`src/hdl/ebac_pkg.sv`:
```
// Purpose: Constants for the byte-wide nonvolatile store controller
// Assumes: 8-bit special function register port of the core
// Notes:   Sector 0 register addresses are local choices
package ebac_pkg;
   localparam int          DATA_W          = 8;
   localparam int          DEPTH           = 256;
   // Sector 0 register addresses
   localparam logic [7:0]  ADR_NVM_ADDRESS = 8'h1A;
   localparam logic [7:0]  ADR_NVM_DATA    = 8'h1B;
   localparam logic [7:0]  ADR_IRQ_CTRL    = 8'h1C;
   localparam logic [7:0]  ADR_PTR1_LOW    = 8'h03;
   localparam logic [7:0]  ADR_PTR1_HIGH   = 8'h04;
   localparam logic [7:0]  ADR_PTR2_LOW    = 8'h05;
   localparam logic [7:0]  ADR_PTR2_HIGH   = 8'h06;
   localparam logic [7:0]  ADR_IND_PORT1   = 8'h02;
   localparam logic [7:0]  ADR_IND_PORT2   = 8'h07;
   // Control register location in sector 1
   localparam logic [7:0]  CTRL_SECTOR     = 8'h01;
   localparam logic [7:0]  CTRL_OFFSET     = 8'h40;
   // Control register fields
   localparam int          BIT_PROG_PERMIT = 3;
   localparam int          BIT_PROG_GO     = 2;
   localparam int          BIT_READ_PERMIT = 1;
   localparam int          BIT_READ_START  = 0;
   // Interrupt control register fields
   localparam int          BIT_DONE_EN     = 0;
   localparam int          BIT_MF_EN       = 1;
   localparam int          BIT_DONE_FLAG   = 2;
   localparam int          BIT_MF_FLAG     = 3;
   localparam logic [7:0]  RESET_BYTE      = 8'h00;
   localparam logic [7:0]  ZERO_BYTE       = 8'h00;
   // Timing defaults
   localparam int          READ_CYCLES     = 2;
   localparam int          WRITE_TICKS     = 4;
   typedef enum logic [1:0] {ST_IDLE, ST_READ, ST_WRITE} ebac_state_e;
endpackage
```
`src/hdl/ebac_ctrl.sv`:
```
// Purpose: Byte read/write controller for a 256x8 nonvolatile data store
// Assumes: Core reaches registers through its special function register port
// Notes:   Write timing runs off the slow subsidiary clock tick
//
// Functional notes
// - Store holds 256 bytes, reached only by single-byte read and write cycles.
// - Address and data registers sit in sector 0, directly accessible.
// - Control register at 40H of sector 1, reached through indirect ports.
// - Control bits 7 to 4 always read as zero.
// - Program permit zero blocks every write cycle.
// - Program go starts a write only with permit set; hardware clears it.
// - Read permit zero blocks every read cycle.
// - Read start begins a read only with permit set; cleared at end.
// - Data register keeps fetched byte until the next read or write.
// - Write duration comes from the slow asynchronous timer, not system clocks.
// - Power-on clears the program permit.
// - Power-on clears both pointer high bytes, selecting sector 0.
// - Write end sets done flag and multi-function flag.
// - Interrupt request needs global, done, multi-function enables and room on stack.
// - Servicing clears only the multi-function flag; done flag stays.
module ebac_ctrl
   import ebac_pkg::*;
#(
   parameter int READ_LAT  = READ_CYCLES,
   parameter int WR_TICKS  = WRITE_TICKS
)(
   // Clock and reset
   input  wire logic              i_clk,
   input  wire logic              i_rstn,
   // Special function register port
   input  wire logic [7:0]        i_sfr_addr,
   input  wire logic              i_sfr_wr,
   input  wire logic              i_sfr_rd,
   input  wire logic [7:0]        i_sfr_wdata,
   output logic      [7:0]        o_sfr_rdata,
   // Slow subsidiary timer
   input  wire logic              i_sub_tick,
   // Interrupt hookup
   input  wire logic              i_global_irq_enable,
   input  wire logic              i_stack_full,
   input  wire logic              i_irq_ack,
   output logic                   o_irq_req,
   // Status
   output logic                   o_busy
);

   localparam int RC_W = $clog2(READ_LAT + 1);
   localparam int TC_W = $clog2(WR_TICKS + 1);

   ////////////////////////////////////////////////////////////////////////
   // State

   logic [7:0]      mem [DEPTH];
   logic [7:0]      nvm_address;
   logic [7:0]      nvm_data;
   logic [7:0]      pointer1_low;
   logic [7:0]      pointer1_high;
   logic [7:0]      pointer2_low;
   logic [7:0]      pointer2_high;
   logic            program_permit;
   logic            prog_go;
   logic            read_permit;
   logic            read_start;
   logic            nvm_done_irq_enable;
   logic            mf_irq_enable;
   logic            nvm_done_irq_flag;
   logic            mf_irq_flag;
   ebac_state_e     state;
   logic [RC_W-1:0] rd_cnt;
   logic [TC_W-1:0] tick_cnt;

   ////////////////////////////////////////////////////////////////////////
   // Decode

   // Pointer pair lands on the control register
   function automatic logic hits_ctrl(input logic [7:0] high, input logic [7:0] low);
      return (high == CTRL_SECTOR) && (low == CTRL_OFFSET);
   endfunction

   logic ctrl_sel;
   logic ctrl_wr;
   logic ctrl_rd;
   logic read_launch;
   logic write_launch;
   logic read_done;
   logic write_done;
   logic done_sw_clr;
   logic [7:0] ctrl_byte;
   logic [7:0] irq_byte;
   logic [7:0] rd_byte;

   always_comb begin
      ctrl_sel = ((i_sfr_addr == ADR_IND_PORT1) && hits_ctrl(pointer1_high, pointer1_low)) ||
                 ((i_sfr_addr == ADR_IND_PORT2) && hits_ctrl(pointer2_high, pointer2_low));
   end

   assign ctrl_wr = i_sfr_wr && ctrl_sel;
   assign ctrl_rd = i_sfr_rd && ctrl_sel;

   // Launch only on permit already held, and only from idle
   assign write_launch = ctrl_wr && i_sfr_wdata[BIT_PROG_GO] && program_permit
                         && (state == ST_IDLE);
   assign read_launch  = ctrl_wr && i_sfr_wdata[BIT_READ_START] && read_permit
                         && (state == ST_IDLE) && !i_sfr_wdata[BIT_PROG_GO];
   assign read_done    = (state == ST_READ) && (rd_cnt == RC_W'(READ_LAT - 1));
   assign write_done   = (state == ST_WRITE) && i_sub_tick
                         && (tick_cnt == TC_W'(WR_TICKS - 1));
   assign done_sw_clr  = i_sfr_wr && (i_sfr_addr == ADR_IRQ_CTRL)
                         && !i_sfr_wdata[BIT_DONE_FLAG];
   assign rd_byte      = mem[nvm_address];

   // Upper nibble unimplemented
   assign ctrl_byte = {4'h0, program_permit, prog_go, read_permit, read_start};
   assign irq_byte  = {4'h0, mf_irq_flag, nvm_done_irq_flag, mf_irq_enable,
                       nvm_done_irq_enable};

   ////////////////////////////////////////////////////////////////////////
   // Sequencer

   always_ff @(posedge i_clk or negedge i_rstn) begin
      if (!i_rstn) begin
         state <= ST_IDLE;
      end else begin
         unique case (state)
            ST_IDLE: begin
               if (write_launch) begin
                  state <= ST_WRITE;
               end else if (read_launch) begin
                  state <= ST_READ;
               end
            end
            ST_READ: begin
               if (read_done) begin
                  state <= ST_IDLE;
               end
            end
            ST_WRITE: begin
               if (write_done) begin
                  state <= ST_IDLE;
               end
            end
            default: state <= ST_IDLE;
         endcase
      end
   end

   always_ff @(posedge i_clk or negedge i_rstn) begin
      if (!i_rstn) begin
         rd_cnt <= '0;
      end else if (state == ST_READ && !read_done) begin
         rd_cnt <= rd_cnt + RC_W'(1);
      end else begin
         rd_cnt <= '0;
      end
   end

   // Write time counted in slow timer ticks only
   always_ff @(posedge i_clk or negedge i_rstn) begin
      if (!i_rstn) begin
         tick_cnt <= '0;
      end else if (state != ST_WRITE || write_done) begin
         tick_cnt <= '0;
      end else if (i_sub_tick) begin
         tick_cnt <= tick_cnt + TC_W'(1);
      end
   end

   ////////////////////////////////////////////////////////////////////////
   // Control register

   always_ff @(posedge i_clk or negedge i_rstn) begin
      if (!i_rstn) begin
         program_permit <= 1'b0;
         read_permit    <= 1'b0;
      end else if (ctrl_wr) begin
         program_permit <= i_sfr_wdata[BIT_PROG_PERMIT];
         read_permit    <= i_sfr_wdata[BIT_READ_PERMIT];
      end
   end

   // Start bits: software may only set, hardware clears at end
   always_ff @(posedge i_clk or negedge i_rstn) begin
      if (!i_rstn) begin
         prog_go <= 1'b0;
      end else if (write_launch) begin
         prog_go <= 1'b1;
      end else if (write_done) begin
         prog_go <= 1'b0;
      end
   end

   always_ff @(posedge i_clk or negedge i_rstn) begin
      if (!i_rstn) begin
         read_start <= 1'b0;
      end else if (read_launch) begin
         read_start <= 1'b1;
      end else if (read_done) begin
         read_start <= 1'b0;
      end
   end

   ////////////////////////////////////////////////////////////////////////
   // Sector 0 registers and pointers

   always_ff @(posedge i_clk or negedge i_rstn) begin
      if (!i_rstn) begin
         nvm_address <= RESET_BYTE;
      end else if (i_sfr_wr && i_sfr_addr == ADR_NVM_ADDRESS) begin
         nvm_address <= i_sfr_wdata;
      end
   end

   // Fetched byte wins over a software write in the same cycle
   always_ff @(posedge i_clk or negedge i_rstn) begin
      if (!i_rstn) begin
         nvm_data <= RESET_BYTE;
      end else if (read_done) begin
         nvm_data <= rd_byte;
      end else if (i_sfr_wr && i_sfr_addr == ADR_NVM_DATA) begin
         nvm_data <= i_sfr_wdata;
      end
   end

   always_ff @(posedge i_clk or negedge i_rstn) begin
      if (!i_rstn) begin
         pointer1_low  <= RESET_BYTE;
         pointer1_high <= RESET_BYTE;
         pointer2_low  <= RESET_BYTE;
         pointer2_high <= RESET_BYTE;
      end else if (i_sfr_wr) begin
         if (i_sfr_addr == ADR_PTR1_LOW)  pointer1_low  <= i_sfr_wdata;
         if (i_sfr_addr == ADR_PTR1_HIGH) pointer1_high <= i_sfr_wdata;
         if (i_sfr_addr == ADR_PTR2_LOW)  pointer2_low  <= i_sfr_wdata;
         if (i_sfr_addr == ADR_PTR2_HIGH) pointer2_high <= i_sfr_wdata;
      end
   end

   // Store written when the timed cycle ends
   always_ff @(posedge i_clk) begin
      if (write_done) begin
         mem[nvm_address] <= nvm_data;
      end
   end

   ////////////////////////////////////////////////////////////////////////
   // Interrupt flags

   always_ff @(posedge i_clk or negedge i_rstn) begin
      if (!i_rstn) begin
         nvm_done_irq_enable <= 1'b0;
         mf_irq_enable       <= 1'b0;
      end else if (i_sfr_wr && i_sfr_addr == ADR_IRQ_CTRL) begin
         nvm_done_irq_enable <= i_sfr_wdata[BIT_DONE_EN];
         mf_irq_enable       <= i_sfr_wdata[BIT_MF_EN];
      end
   end

   // Set wins over software clear; ack leaves the done flag alone
   always_ff @(posedge i_clk or negedge i_rstn) begin
      if (!i_rstn) begin
         nvm_done_irq_flag <= 1'b0;
      end else if (write_done) begin
         nvm_done_irq_flag <= 1'b1;
      end else if (done_sw_clr) begin
         nvm_done_irq_flag <= 1'b0;
      end
   end

   always_ff @(posedge i_clk or negedge i_rstn) begin
      if (!i_rstn) begin
         mf_irq_flag <= 1'b0;
      end else if (write_done) begin
         mf_irq_flag <= 1'b1;
      end else if (i_irq_ack ||
                   (i_sfr_wr && i_sfr_addr == ADR_IRQ_CTRL && !i_sfr_wdata[BIT_MF_FLAG])) begin
         mf_irq_flag <= 1'b0;
      end
   end

   assign o_irq_req = mf_irq_flag && i_global_irq_enable && nvm_done_irq_enable
                      && mf_irq_enable && !i_stack_full;
   assign o_busy    = (state != ST_IDLE);

   ////////////////////////////////////////////////////////////////////////
   // Read-back

   always_ff @(posedge i_clk or negedge i_rstn) begin
      if (!i_rstn) begin
         o_sfr_rdata <= ZERO_BYTE;
      end else if (ctrl_rd) begin
         o_sfr_rdata <= ctrl_byte;
      end else if (i_sfr_rd) begin
         unique case (i_sfr_addr)
            ADR_NVM_ADDRESS: o_sfr_rdata <= nvm_address;
            ADR_NVM_DATA:    o_sfr_rdata <= nvm_data;
            ADR_IRQ_CTRL:    o_sfr_rdata <= irq_byte;
            ADR_PTR1_LOW:    o_sfr_rdata <= pointer1_low;
            ADR_PTR1_HIGH:   o_sfr_rdata <= pointer1_high;
            ADR_PTR2_LOW:    o_sfr_rdata <= pointer2_low;
            ADR_PTR2_HIGH:   o_sfr_rdata <= pointer2_high;
            default:         o_sfr_rdata <= ZERO_BYTE;
         endcase
      end
   end
endmodule

```
`config.mk`:
```
export PLATFORM = sky130hd
export DESIGN_NAME = ebac_ctrl
export DESIGN_NICKNAME = d
export VERILOG_FILES = /design/src/hdl/ebac_pkg.sv /design/src/hdl/ebac_ctrl.sv
export SDC_FILE = /design/constraint.sdc
export NUM_CORES = 2
export LEC_CHECK = 0
export BUFFER_PORTS_ARGS = -buffer_cell sky130_fd_sc_hd__buf_2
export CAP_MARGIN = 20
export CORE_UTILIZATION = 35
export DETAILED_ROUTE_END_ITERATION = 16
export GPL_ROUTABILITY_DRIVEN = 0
export PLACE_DENSITY_LB_ADDON = 0.2
export SYNTH_ARGS = -nofsm -noshare
export SYNTH_HDL_FRONTEND = slang
export SYNTH_SLANG_ARGS = --single-unit
```
`constraint.sdc`:
```
create_clock -name i_clk -period 4.8 [get_ports i_clk]
set_input_delay 0.24 -clock i_clk [delete_from_list [all_inputs] [get_ports i_clk]]
set_output_delay 0.24 -clock i_clk [all_outputs]
set_load 0.02 [all_outputs]
```
**Yosys cells after proc, flatten, opt, wreduce, memory -nomap -nowiden**

Memory sizes are Yosys's and may differ from the RTL's.
Index checks and enable logic that the tools add are counted.
Widths: inputs -> output; s select.

- Register bits: 71
- Bits in latches: 0
- Memory bits (writable): 2048
- Bits in read-only memories: 0
- Input port bits: 24
- Logic and storage cells: 112
- Memories kept: 1

- Add/subtract/negate cells: 2
- Multiply operators: 0
- Divide/modulo/power cells: 0
- $lt $le $gt $ge: 0
- Equality and inequality tests: 21
- Shifts and indexed selects: 0
- Multiplexer cells: 23
- Bitwise gates (word level): 0
- Reduce and logical (&&, ||, !) cells: 47

Memories:

| memory | depth | width | read ports | clocked after Yosys merged registers in | wr ports | line | RTL |
|---|---|---|---|---|---|---|---|
| mem | 256 | 8 | 1 | 0 | 1 | ebac_ctrl.sv:53 | `logic [7:0] mem [DEPTH];` |

Operators with widths:

| cell | count |
|---|---|
| $pmux 8 s7 | 1 |
| $eq 8x3->1 const B | 4 |
| $mux 8 | 4 |
| $logic_and 1x1->1 | 26 |
| $eq 8x5->1 const B | 3 |
| $eq 8x1->1 const B | 2 |
| $eq 8x2->1 const B | 2 |
| $eq 8x7->1 const B | 2 |
| $reduce_bool 2->1 | 8 |
| $mux 1 | 10 |
| $mux 2 | 5 |
| $reduce_and 2->1 | 4 |
| $mux 3 | 2 |
| $ne 2x2->1 const B | 3 |
| $pmux 2 s3 | 1 |
| $eq 2x1->1 const B | 2 |
| $logic_not 1->1 | 4 |
| $add 3x1->3 const B | 1 |
| $eq 3x2->1 const B | 1 |
| $logic_or 1x1->1 | 3 |
| $ne 3x3->1 const B | 1 |
| $reduce_and 3->1 | 1 |
| $add 2x1->2 const B | 1 |
| $eq 2x2->1 const B | 1 |
| $logic_not 2->1 | 1 |

**Logic depth before layout (Yosys ltp)**

- Depth after elaboration: 12
- Mapped depth: 12
- Gate-level depth less buffers: 9

**Least setup slack after synthesis**

Ideal clock, no wire load.

- Path type: reg2reg
- Start: register nvm_data[5]
- End: register o_sfr_rdata[5]
- Data arrival time: 3.963 ns
- Data required time: 4.710 ns
- Setup slack: 0.747 ns
- Stages on the path, launching flop included: 3
- Buffers on the path: 0
- Clock period less this slack: 4.053 ns
- Path through: dfrtp_1 > a222oi_1 > a31oi_1

- Longest elaborated chain between the ends: 3

Ends and longest elaborated chain:

| what | line | RTL |
|---|---|---|
| start, declared | ebac_ctrl.sv:55 | `logic [7:0] nvm_data;` |
| start signal, assigned | ebac_ctrl.sv:218 | `nvm_data <= rd_byte;` |
| start signal, assigned | ebac_ctrl.sv:220 | `nvm_data <= i_sfr_wdata;` |
| $pmux 8 s7 | ebac_ctrl.sv:293 | `unique case (i_sfr_addr)` |
| $mux 8 | ebac_ctrl.sv:292 | `end else if (i_sfr_rd) begin` |
| $mux 8 | ebac_ctrl.sv:290 | `end else if (ctrl_rd) begin` |
| end signal, assigned | ebac_ctrl.sv:291 | `o_sfr_rdata <= ctrl_byte;` |
| end signal, assigned | ebac_ctrl.sv:294 | `ADR_NVM_ADDRESS: o_sfr_rdata <= nvm_address;` |
| end signal, assigned | ebac_ctrl.sv:295 | `ADR_NVM_DATA: o_sfr_rdata <= nvm_data;` |
| end, declared | ebac_ctrl.sv:35 | `output logic [7:0] o_sfr_rdata,` |

No other way between the ends. The select of a mux whose other input is x is not followed.
A chain may end at the register's enable or synchronous reset.

**Final worst setup path**

- Start: register nvm_address[5]
- End: register nvm_data[7]

- Longest elaborated chain between the ends: 2

Ends and longest elaborated chain:

| what | line | RTL |
|---|---|---|
| start, declared | ebac_ctrl.sv:54 | `logic [7:0] nvm_address;` |
| start signal, assigned | ebac_ctrl.sv:209 | `nvm_address <= i_sfr_wdata;` |
| $mem_v2 256x8 | -- |  |
| $mux 8 | ebac_ctrl.sv:217 | `end else if (read_done) begin` |

No other way between the ends.

==> summary.txt <==
Worst hold path
  – Worst hold path type: primary input to register
  – Worst Hold Launch: i_sfr_addr[4]
  – Hold path cells: 5
  – Worst Hold Path EP: o_sfr_rdata[4]

Synthesis
  – Yosys top cell by area: edfxtp_1
  – Post-synth top area share: 73.8%
  – Most numerous cell in the Yosys netlist: edfxtp_1
  – Count of different cell masters after synthesis: 73
  – Post-Syn Nets: 4283
  – Top_reg_cell synth: edfxtp_1
  – Seq cells post-synth: 2119
  – Number of synthesized flops with an enable pin: 2048
  – Most instantiated cells after synthesis: edfxtp_1 (2048), mux4_2 (377), mux2i_1 (356)
  – Synthesis Warnings: 0
  – Syn Area/Cell: 19.6 sq um
  – Post-synthesis sequential area ratio: 75.9%
  – Top post-synthesis cells by area: edfxtp_1 (74%), mux4_2 (10%), mux2i_1 (4.3%)
  – Post-synthesis cell area: 0.0833 sq mm
  – Synth async-reset ratio: 3.35%
  – Post-Synthesis Cells: 4256

Critical path
  – Critical R2R Capture: nvm_data[7]
  – Cells on worst reg2reg path: 7
  – Crit path max fanout: 41
  – WP data required: 5.52 ns
  – CP Launch Type: register
  – Reg-to-Reg Start: nvm_address[5]
  – Worst reg-to-reg setup slack: 0.70 ns
  – CP endpoint kind: register
  – Crit path kind: register to register
  – CP Data Arrival Time: 4.82 ns

Timing
  – Clock skew: 0.0764 ns
  – Final hold violations: 0
  – Fin crit period: 4.10 ns
  – Setup TNS: 0 ns
  – Max Slew Vio Count: 0
  – Post-route clock period utilization: 85.3%
  – Setup violators final: 0
  – Unrepaired setup endpoints after global routing: false
  – Hold Slack: 0.109 ns
  – Worst Tran Pin Value: 1.21 ns
  – Relative slew slack: 19.2%
  – Achievable Freq: 244 MHz

Route
  – Vias per cell: 5.49
  – DR vias: 43300
  – First DRT Iteration DRCs: 4727
  – Drt drc: 0
  – Routed wire length: 241000 microns
  – Wire per inst: 30.6 microns
  – Pre-Repair DR Iteration Count: 5
  – Post-DRT Antenna Nets: 0

Final layout
  – Non-Filler Instances: 7878
  – Nets@finish: 4566
  – Fill count: 21000
  – Area occupied by multi-input gates: 0.0186 sq mm
  – Proportion of layout cells with a drive suffix above 1: 22.7%
  – Post-route cell area: 0.0957 sq mm
  – P&R area growth vs syn: 14.9%
  – Register area: 0.0633 sq mm

Clocking
  – Longest Clk Path Bufs: 3
  – Clock transition at the registers of the reported paths: 0.06 ns
  – Setup Fix Bufs, Post-CTS: 0
  – Clock Latency Late Sink: 0.89 ns
  – CTS tree: done
  – Clock tree sinks: 2119
  – Num CTS Buffers: 218
  – Root Buffer: clkbuf_16
  – # resized after CTS: 0
  – H-tree Lvls: 4

Power and ir drop
  – Pwr/cell area: 405 mW/mm^2
  – Peak supply drop: 385 uV
  – P_leak: 30.3 nW

Die
  – Die span in x: 490 microns
  – Top-level I/O count: 34
  – Total core area: 0.236 sq mm
  – Die Span Y: 490 microns
  – Die area: 0.240 sq mm
  – Starting Density: 35.3%
  – Row count: 178

Placed design
  – Placed inst area: 0.0884 sq mm
  – Placed cell count: 7441
  – Detail Placement HPWL: 151000 microns
  – # port buffers: 33

Global route
  – Number of global-route vias before repair: 43500
  – First-pass GRT wire length: 340000 microns
  – GRT Overall Usage: 20.1%
  – Largest net degree at the start of global routing: 160
  – Initial antenna violation count: 13
  – Grt ovf: 0

Flow run
  – Max-Cap Viols: 0

Status
  – Outcome: finished, final reports clean
## routing by layer
| metal | wire length, microns | track usage (%) | part of all wire [%] |
|---|---|---|---|
| met5 | 0 | 0 | 0 |
| met4 | 6350 | 5.63 | 2.6 |
| met3 | 16300 | 3.31 | 6.8 |
| met2 | 113000 | 31.6 | 47 |
| met1 | 106000 | 28.6 | 44 |
## repair_timing
| item | in CTS | in global routing |
|---|---|---|
| endpoints found under the setup margin | 0 | 0 |
| endpoints found under the hold margin | 139 | 31 |
| hold buffers | 24 | 1 |
## stage by stage
step	worst slack (ns)	total power, mW	util [%]
after global routing	0.703	39.7	40.6
after detailed placement	0.728	22.4	37.5
after global placement	0.749	22.4	37.5
final	0.705	38.8	40.6
after CTS	0.698	39.0	40.6
after floorplan	0.747	21.7	-
## registers in the layout (all words and copies together), names as in the netlist, 2 cells and up
| register | cells |
|---|---|
| mem | 2048 |
| nvm_address | 8 |
| rd_cnt | 2 |
| pointer1_high | 8 |
| pointer2_high | 8 |
| pointer2_low | 8 |
| nvm_data | 8 |
| o_sfr_rdata | 8 |
| tick_cnt | 3 |
| state | 2 |
| pointer1_low | 8 |
## layout by cell type (no fill, tap or decap), types with 28 or more instances in the layout
cell type  instances
edfxtp_1        2048
mux4_2           377
mux2i_1          356
nor2_1           321
buf_4            232
clkbuf_16        219
nand2_1          134
o22ai_1           88
a22oi_1           87
nand3_1           62
o21ai_0           57
dfrtp_1           57
clkinv_1          55
mux2_2            52
clkbuf_1          50
clkinv_2          43
a21oi_1           40
buf_2             32
nor3_1            31
buf_12            28
## worst max path at each step
stage | from | end | slack (ns)
CTS | nvm_address[5] | nvm_data[7] | 0.70
finish | nvm_address[5] | nvm_data[7] | 0.70
detailed placement | nvm_address[5] | nvm_data[7] | 0.73
global route | nvm_address[5] | nvm_data[7] | 0.70
global placement | nvm_address[0] | nvm_data[1] | 0.75
floorplan | nvm_data[5] | o_sfr_rdata[5] | 0.75
## report_power, final
group	switching, mW	leakage, nW	internal, mW
Sequential	0.127	20.3	20.3
Clock	7.28	3.41	9.42
Combinational	1.09	6.60	0.577
## layout make-up
class | count | share of cell area, %
sequential | 2119 | 66.2
multi-input combinational | 1868 | 19.5
clock inverter | 135 | 1.33
clock buffer | 272 | 5.96
timing repair buffer | 322 | 2.91
antenna | 2 | 0.00523
inverter | 10 | 0.0418
tap | 3150 | 4.12
## logic make-up (layout without fill, tap and decap cells)
kind of cell | after synthesis | count (layout) | share of synthesized area (%)
buffers and inverters | 269 | 739 | 1.75
and+or+nand+nor | 680 | 680 | 3.72
muxes | 788 | 788 | 15.3
AOI/OAI and AO/OA | 397 | 397 | 3.27
adders and majority gates | 3 | 3 | 0.0451
other | 0 | 2 | 0
DFF | 2119 | 2119 | 75.9
## worst max-delay path: stages, from the launching register on
cell	delay (ns)
dfrtp_4	0.89
or4b_2	0.70
o22ai_1	0.29
nor4_1	0.64
o211ai_1	0.18
a31o_2	0.30
a221oi_1	0.74
a31oi_1	0.18
Power figures use the tool's default switching activity.
